### src/hdl/stp_pkg.sv
// Purpose: shared constants for the speech test serial port
// Assumes: 50 MHz system clock
// Notes: bit clock made by a 32-bit phase accumulator
package stp_pkg;
  localparam int CLK_HZ = 50000000;
  localparam int CLK_PERIOD_NS = 20;
  localparam int BIT_CLK_HZ = 104000;
  localparam int WORD_BITS = 13;
  localparam int SAMPLE_RATE_HZ = 8000;
  localparam int SAMPLE_PERIOD_NS = 1000000000 / SAMPLE_RATE_HZ;
  localparam int SAMPLE_CYCLES = SAMPLE_PERIOD_NS / CLK_PERIOD_NS;
  // rounding error of the increment is far below the 20 ppm budget
  localparam logic [31:0] PHASE_INC =
    32'((64'(BIT_CLK_HZ) << 32) / 64'(CLK_HZ));
  localparam logic [3:0] LAST_BIT = 4'(WORD_BITS - 1);
  localparam logic [1:0] MODE_NORMAL = 2'h0;
  localparam logic [1:0] MODE_DOWNLINK = 2'h1;
  localparam logic [1:0] MODE_UPLINK = 2'h2;
  localparam logic [1:0] MODE_ACOUSTIC = 2'h3;
  localparam logic [12:0] WORD_RST = 13'h0000;
  localparam logic [31:0] PHASE_RST = 32'h0000_0000;
  typedef enum logic {ST_IDLE, ST_BURST} stp_state_e;
endpackage

### src/hdl/stp_speech_test_port.sv
// Purpose: handset end of the speech test serial port
// Assumes: tester pins are asynchronous and pass two flip-flops
// Notes: one thirteen-bit word per burst, one burst per sample period
// What this block does
// - 13-bit samples, 8000/s, 104 kbit/s serial
// - handset makes bit clock, only when needed
// - reset line resets transcoder and converters
// - bit clock 104 kHz within 20 ppm
// - reset line active when low
// - two's complement word, msb first
// - launch on falling, sample on rising edge
// - bit clock idles high
// - mode lines decode to four functions
// - mode may come from air command
// - only one selection method is used
// - clocking starts after reset release
// - uplink first falling edge requests first bit
// - downlink first edge outputs first decoded bit
// - transcoders reset at end of reset pulse
`timescale 1ns/1ps
module stp_speech_test_port #(
  parameter int SAMPLE_CYCLES = stp_pkg::SAMPLE_CYCLES
) (
  // clock and reset
  input wire logic clk,
  input wire logic sys_rst,
  input wire logic clk_en,
  // tester pins
  input wire logic test_ctrl1,
  input wire logic test_ctrl2,
  input wire logic port_rst_n,
  input wire logic data_in,
  output logic data_out,
  output logic bit_clk,
  // mode from the air command path
  input wire logic use_air_mode,
  input wire logic [1:0] air_mode,
  // speech path status
  output logic [1:0] test_mode,
  output logic codec_rst,
  output logic codec_rst_done,
  // uplink samples taken from the tester
  output logic [12:0] ul_word,
  output logic ul_valid,
  // downlink samples given to the tester
  input wire logic [12:0] dl_word,
  input wire logic dl_valid,
  output logic dl_ready
);
  logic [1:0] c1_s_ff, c2_s_ff, rst_s_ff, din_s_ff;
  logic rst_prev_ff, armed_ff, nxt_armed;
  logic [1:0] mode_ff, nxt_mode;
  logic [31:0] ph_acc_ff, nxt_ph_acc;
  logic ph_prev_ff;
  stp_pkg::stp_state_e state_ff, nxt_state;
  logic [3:0] bit_cnt_ff, nxt_bit_cnt;
  logic [12:0] tx_sh_ff, nxt_tx_sh, rx_sh_ff, nxt_rx_sh;
  logic [12:0] smp_cnt_ff, nxt_smp_cnt;
  logic tick_pend_ff, nxt_tick_pend;
  logic [12:0] dl_buf_ff, nxt_dl_buf;
  logic dl_full_ff, nxt_dl_full;
  logic bit_clk_ff, nxt_bit_clk, data_out_ff, nxt_data_out;
  logic [12:0] ul_word_ff, nxt_ul_word;
  logic ul_valid_ff, nxt_ul_valid, codec_rst_ff, nxt_codec_rst;
  logic done_ff, nxt_done;
  logic [1:0] pin_mode, sel_mode;
  logic ph_rise, ph_fall, release_ev, go, start;

  function automatic logic [1:0] decode_mode(input logic c1, input logic c2);
    return {c1, c2};
  endfunction

  function automatic logic rx_dir(input logic [1:0] m);
    return (m == stp_pkg::MODE_UPLINK) || (m == stp_pkg::MODE_ACOUSTIC);
  endfunction

  function automatic logic tx_dir(input logic [1:0] m);
    return (m == stp_pkg::MODE_DOWNLINK) || (m == stp_pkg::MODE_ACOUSTIC);
  endfunction

  // pins pass two flip-flops before any logic looks at them
  always_ff @(posedge clk or posedge sys_rst) begin
    if (sys_rst) begin
      c1_s_ff <= 2'h0;
      c2_s_ff <= 2'h0;
      // reset to the pin's idle level, or a false release would arm the port
      rst_s_ff <= 2'h3;
      din_s_ff <= 2'h0;
    end else if (clk_en) begin
      c1_s_ff <= {c1_s_ff[0], test_ctrl1};
      c2_s_ff <= {c2_s_ff[0], test_ctrl2};
      rst_s_ff <= {rst_s_ff[0], port_rst_n};
      din_s_ff <= {din_s_ff[0], data_in};
    end
  end

  assign pin_mode = decode_mode(c1_s_ff[1], c2_s_ff[1]);
  assign sel_mode = use_air_mode ? air_mode : pin_mode;

  // mode and arming
  always_comb begin
    nxt_mode = sel_mode;
    nxt_armed = armed_ff;
    nxt_codec_rst = 1'b0;
    nxt_done = 1'b0;
    if (!rst_s_ff[1]) begin
      nxt_codec_rst = 1'b1;
      nxt_armed = 1'b0;
    end else if (release_ev && sel_mode != stp_pkg::MODE_NORMAL) begin
      nxt_done = 1'b1;
      nxt_armed = 1'b1;
    end else if (sel_mode != mode_ff || sel_mode == stp_pkg::MODE_NORMAL) begin
      // a new mode shows on test_mode at once and disarms the port; bursts resume only after the next reset pulse
      nxt_armed = 1'b0;
    end
  end

  assign release_ev = rst_s_ff[1] && !rst_prev_ff;

  always_ff @(posedge clk or posedge sys_rst) begin
    if (sys_rst) begin
      rst_prev_ff <= 1'b1;
      mode_ff <= stp_pkg::MODE_NORMAL;
      armed_ff <= 1'b0;
      codec_rst_ff <= 1'b1;
      done_ff <= 1'b0;
    end else if (clk_en) begin
      rst_prev_ff <= rst_s_ff[1];
      mode_ff <= nxt_mode;
      armed_ff <= nxt_armed;
      codec_rst_ff <= nxt_codec_rst;
      done_ff <= nxt_done;
    end
  end

  assign nxt_ph_acc = ph_acc_ff + stp_pkg::PHASE_INC;
  assign ph_rise = ph_acc_ff[31] && !ph_prev_ff;
  assign ph_fall = !ph_acc_ff[31] && ph_prev_ff;

  always_ff @(posedge clk or posedge sys_rst) begin
    if (sys_rst) begin
      ph_acc_ff <= stp_pkg::PHASE_RST;
      ph_prev_ff <= 1'b0;
    end else if (clk_en) begin
      ph_acc_ff <= nxt_ph_acc;
      ph_prev_ff <= ph_acc_ff[31];
    end
  end

  assign go = armed_ff && (rx_dir(mode_ff) ? tick_pend_ff : dl_full_ff);
  assign start = ph_rise && go && (state_ff == stp_pkg::ST_IDLE ||
                 (state_ff == stp_pkg::ST_BURST && bit_cnt_ff == stp_pkg::LAST_BIT));
  assign dl_ready = armed_ff && !dl_full_ff;

  // serial engine
  always_comb begin
    nxt_state = state_ff;
    nxt_bit_cnt = bit_cnt_ff;
    nxt_tx_sh = tx_sh_ff;
    nxt_rx_sh = rx_sh_ff;
    nxt_smp_cnt = smp_cnt_ff;
    nxt_tick_pend = tick_pend_ff;
    nxt_dl_buf = dl_buf_ff;
    nxt_dl_full = dl_full_ff;
    nxt_data_out = data_out_ff;
    nxt_ul_word = ul_word_ff;
    nxt_ul_valid = 1'b0;
    if (dl_valid && dl_ready) begin
      nxt_dl_buf = dl_word;
      nxt_dl_full = 1'b1;
    end
    if (state_ff == stp_pkg::ST_BURST) begin
      case (1'b1)
        ph_fall: begin
          nxt_data_out = tx_sh_ff[12];
          nxt_tx_sh = {tx_sh_ff[11:0], 1'b0};
        end
        ph_rise: begin
          nxt_rx_sh = {rx_sh_ff[11:0], din_s_ff[1]};
          nxt_bit_cnt = bit_cnt_ff + 4'h1;
          if (bit_cnt_ff == stp_pkg::LAST_BIT) begin
            nxt_state = stp_pkg::ST_IDLE;
            if (rx_dir(mode_ff)) begin
              nxt_ul_word = {rx_sh_ff[11:0], din_s_ff[1]};
              nxt_ul_valid = 1'b1;
            end
          end
        end
        default: begin
        end
      endcase
    end
    if (start) begin
      nxt_state = stp_pkg::ST_BURST;
      nxt_bit_cnt = 4'h0;
      nxt_tick_pend = 1'b0;
      nxt_tx_sh = tx_dir(mode_ff) && dl_full_ff ? dl_buf_ff : stp_pkg::WORD_RST;
      // a word taken in this very cycle is kept for the next burst
      if (tx_dir(mode_ff) && dl_full_ff) begin
        nxt_dl_full = 1'b0;
      end
    end
    if (armed_ff) begin
      if (smp_cnt_ff == 13'(SAMPLE_CYCLES - 1)) begin
        nxt_smp_cnt = 13'h0000;
        nxt_tick_pend = 1'b1;
      end else begin
        nxt_smp_cnt = smp_cnt_ff + 13'h0001;
      end
    end
    if (!armed_ff) begin
      nxt_state = stp_pkg::ST_IDLE;
      nxt_smp_cnt = 13'h0000;
      nxt_tick_pend = done_ff;
      nxt_dl_full = 1'b0;
      nxt_data_out = 1'b0;
    end else if (done_ff) begin
      // first uplink word is asked for right after release
      nxt_tick_pend = 1'b1;
    end
    nxt_bit_clk = (nxt_state == stp_pkg::ST_BURST) ? ph_acc_ff[31] : 1'b1;
  end

  always_ff @(posedge clk or posedge sys_rst) begin
    if (sys_rst) begin
      state_ff <= stp_pkg::ST_IDLE;
      bit_cnt_ff <= 4'h0;
      tx_sh_ff <= stp_pkg::WORD_RST;
      rx_sh_ff <= stp_pkg::WORD_RST;
      smp_cnt_ff <= 13'h0000;
      tick_pend_ff <= 1'b0;
      dl_buf_ff <= stp_pkg::WORD_RST;
      dl_full_ff <= 1'b0;
      data_out_ff <= 1'b0;
      bit_clk_ff <= 1'b1;
      ul_word_ff <= stp_pkg::WORD_RST;
      ul_valid_ff <= 1'b0;
    end else if (clk_en) begin
      state_ff <= nxt_state;
      bit_cnt_ff <= nxt_bit_cnt;
      tx_sh_ff <= nxt_tx_sh;
      rx_sh_ff <= nxt_rx_sh;
      smp_cnt_ff <= nxt_smp_cnt;
      tick_pend_ff <= nxt_tick_pend;
      dl_buf_ff <= nxt_dl_buf;
      dl_full_ff <= nxt_dl_full;
      data_out_ff <= nxt_data_out;
      bit_clk_ff <= nxt_bit_clk;
      ul_word_ff <= nxt_ul_word;
      ul_valid_ff <= nxt_ul_valid;
    end
  end

  assign bit_clk = bit_clk_ff;
  assign data_out = data_out_ff;
  assign test_mode = mode_ff;
  assign codec_rst = codec_rst_ff;
  assign codec_rst_done = done_ff;
  assign ul_word = ul_word_ff;
  assign ul_valid = ul_valid_ff;
endmodule

### config.mk
export PLATFORM = sky130hd
export DESIGN_NAME = stp_speech_test_port
export DESIGN_NICKNAME = d
export VERILOG_FILES = /design/src/hdl/stp_pkg.sv /design/src/hdl/stp_speech_test_port.sv
export SDC_FILE = /design/constraint.sdc
export NUM_CORES = 1
export LEC_CHECK = 0
export ABC_AREA = 1
export BUFFER_PORTS_ARGS = -buffer_cell sky130_fd_sc_hd__buf_2
export CORE_MARGIN = 8
export CORE_UTILIZATION = 35
export CTS_CLUSTER_SIZE = 40
export DETAILED_ROUTE_END_ITERATION = 16
export PLACE_DENSITY_LB_ADDON = 0.25
export SLEW_MARGIN = 20
export SYNTH_ARGS = -nofsm -noshare
export SYNTH_HDL_FRONTEND = slang
export SYNTH_SLANG_ARGS = --single-unit
### constraint.sdc
create_clock -name clk -period 6.45 [get_ports clk]
set_clock_uncertainty 0.15 [all_clocks]
set_input_delay 1.29 -clock clk [delete_from_list [all_inputs] [get_ports clk]]
set_output_delay 1.29 -clock clk [all_outputs]
set_load 0.005 [all_outputs]
==> reports/metrics.yaml <==
syn_to_final_growth_pct: 17.34
worst_pin_slew_ns: 0.7962
stdcell_count: 1057
viasPerCell: 4.639
ios: 45
drtAntennaViolNets: 0
synth_warnings: 0
numPlacedInstances: 1024
power.leakage_uw: 0.003558
clk_pin_slew_ns: 0.05
fin_crit_sh_pct: 45.93
seq_area_frac_synth_pct: 49.65
timing.setup.tns_ns: 0
hp-class: "reg -> reg"
coreArea_sq_um: 17180
ys_types: 38
io_buffers: 44
synth_nets: 801
cp_top_family: "buffers and inverters"
critical_path_required_ns: 6.60
dr.pass1.iters: 5
die_w_microns: 148.1
maxCapViolCount: 0
whs_ns: 0.3074
worstReg2RegEnd: "tx_sh_ff[8]$_DFFE_PP0P_"
cts.sinks: 121
cts_resized: 0
rsz0062_at_grt: "false"
grt_pass1_wl_microns: 22800
cp_max_fo: 39
post-route-drc-count: 0
setup_viol: 0
fmax_mhz: 337.6
reg2reg_depth: 9
nets: 848
path_cells: "buf_2 > nand2_1 > inv_1 > nand2_2 > inv_1 > nand2_2 > mux2_2"
first_iter_violations: 241
wl_per_cell_microns: 12.21
cts_setup_buffers: 0
grt_max_degree: 81
clk_latency_ns: 0.42
overflow: 0
cts_max_path_buffers: 2
path_class: "in -> reg"
holdPathEnd: "bit_cnt_ff[3]$_DFFE_PP0P_"
min_period_ns: 2.962
holdPathStages: 1
end_kind: "register"
powerDensity_nw_per_um2: 356.3
routed_wl_microns: 12910
die_y_microns: 148.1
path_buf_inv: 3
place_congestion: 0.8327
hp-start: "bit_cnt_ff[3]$_DFFE_PP0P_"
r2r_setup_slack_ns: 4.00
r2r-start: "bit_cnt_ff[0]$_DFFE_PP0P_"
start_util_pct: 35.58
num_rows: 48
peakVddDrop_mv: 0.1569
grt_pass1_vias: 4842
slew_headroom_pct: 46.92
synth-seq-cells: 121
cts_max_level: 4
cts_root_buf: "clkbuf_16"
finalPower_uw: 2555
synth_area_per_cell_sq_um: 7.916
worstPathArrival_ns: 3.11
fin_util_pct: 41.75
drive_above_1_share_pct: 13.22
vias: 4903
antenna_found_initial: 0
cts_buffers: 17
drv_slew: 0
synthCells: 772
finalHoldViolations: 0
ctsHoldBuffers: 0
syn_area_sq_um: 6111
die-area_sq_um: 21940
status: "complete, no violations"
dp_hpwl_microns: 9155
crit_path_start_kind: "input port"
crit_path_top_delay_cell: "buf_2"
diodes: 0
cts_tree: "built"
max_stage_delay_ns: 0.52
track_usage_pct: 12.68
## state kept, by name (all words and copies together), names as in the netlist, 2 cells and up
signal      flops
ul_word        13
c1_s_ff         2
rst_s_ff        2
tx_sh_ff       13
c2_s_ff         2
dl_buf_ff      13
bit_cnt_ff      4
ph_acc_ff      32
rx_sh_ff       12
test_mode       2
din_s_ff        2
smp_cnt_ff     13
## report_power, final
group	switching, uW	leakage [uW]	internal (uW)
clock	343	0.000307	649
sequential	128	0.00153	905
combinational	333	0.00172	196
## routing by layer
metal,GRT usage [%],part of all wire (%)
met5,0,0
met4,5.456,2.1
met3,3.008,3.2
met2,18.49,44
met1,17.57,51
## synthesized netlist by cell type (all sizes together)
library cell / n / area share (%)
a21boi: 1 / 0.12
buf: 11 / 1.3
xor2: 23 / 3.3
o22ai: 3 / 0.31
nor3b: 1 / 0.12
a31oi: 3 / 0.31
xnor2: 3 / 0.43
nor2: 77 / 5.0
ha: 5 / 1.0
dfrtp: 116 / 48
nand3b: 8 / 0.98
o221ai: 1 / 0.14
nand3: 45 / 3.8
inv: 102 / 6.3
o211ai: 1 / 0.12
nor3: 11 / 0.90
nor4: 1 / 0.10
dfstp: 5 / 2.1
a21oi: 18 / 1.5
mux2: 14 / 2.6
o21ai: 67 / 5.8
a211oi: 1 / 0.12
clkbuf: 9 / 0.61
nand4: 5 / 0.51
nand2: 241 / 15
## placed cells by master, fill, tap and decap left out, drive strengths merged
master    count
nor2         77
a31oi         3
o21ai        67
nor3b         1
nor4          1
o22ai         3
ha            5
xor2         23
o211ai        1
a21oi        18
clkinv        4
nand3        45
buf          48
clkinvlp      1
nand2       241
o221ai        1
bufinv        3
nand4         5
a211oi        1
dfstp         5
dfrtp       116
inv         104
xnor2         3
clkbuf       22
mux2         14
nor3         11
nand3b        8
a21boi        1
## cell families (layout without fill, tap and decap cells)
group | after synthesis | count (layout) | share of synthesized area (%)
and+or+nand+nor | 389 | 389 | 26.43
buffers and inverters | 122 | 182 | 8.190
DFF | 121 | 121 | 49.65
AOI/OAI and AO/OA | 95 | 95 | 8.395
xor gates and xnor gates | 26 | 26 | 3.726
muxes | 14 | 14 | 2.580
adders and majority gates | 5 | 5 | 1.024
## worst reg2reg max path, cell delays in order (launching register included)
cell	delay, ns
dfrtp_1	0.38
inv_1	0.11
ha_1	0.17
nand3_1	0.13
nand2_1	0.11
nand3_2	0.26
nand2_1	0.13
nand2_1	0.11
inv_1	0.55
o21ai_0	0.19
## per-stage QoR
stage / area (sq um) / setup slack (ns)
finish: 7171 / 3.488
global route: 7171 / 3.249
CTS: 7143 / 3.462
detailed placement: 6520 / 3.036
global placement: 6520 / 3.096
floorplan: 6111 / 1.804
## layout make-up
type	instances	area, sq um
Clock buffer	22	484.2
Clock inverter	10	138.9
Fill cell	1779	10010
Inverter	102	385.4
Multi-Input combinational cell	529	2576
Sequential cell	121	3034
Tap cell	225	281.5
Timing Repair Buffer	48	270.3
## worst max path at each step
stage                       start                 endpoint  slack [ns]  cells past startpoint
final                      clk_en  ul_word[12]$_DFFE_PP0P_        3.49                      7
after global routing       clk_en  ul_word[12]$_DFFE_PP0P_        3.25                      7
after CTS                  clk_en  ul_word[12]$_DFFE_PP0P_        3.46                      7
after detailed placement   clk_en  ul_word[12]$_DFFE_PP0P_        3.04                      7
after global placement     clk_en  ul_word[12]$_DFFE_PP0P_        3.10                      7
after floorplan           sys_rst     armed_ff$_DFFE_PP0P_        1.80                      1
(Power assumes the default switching activity.)
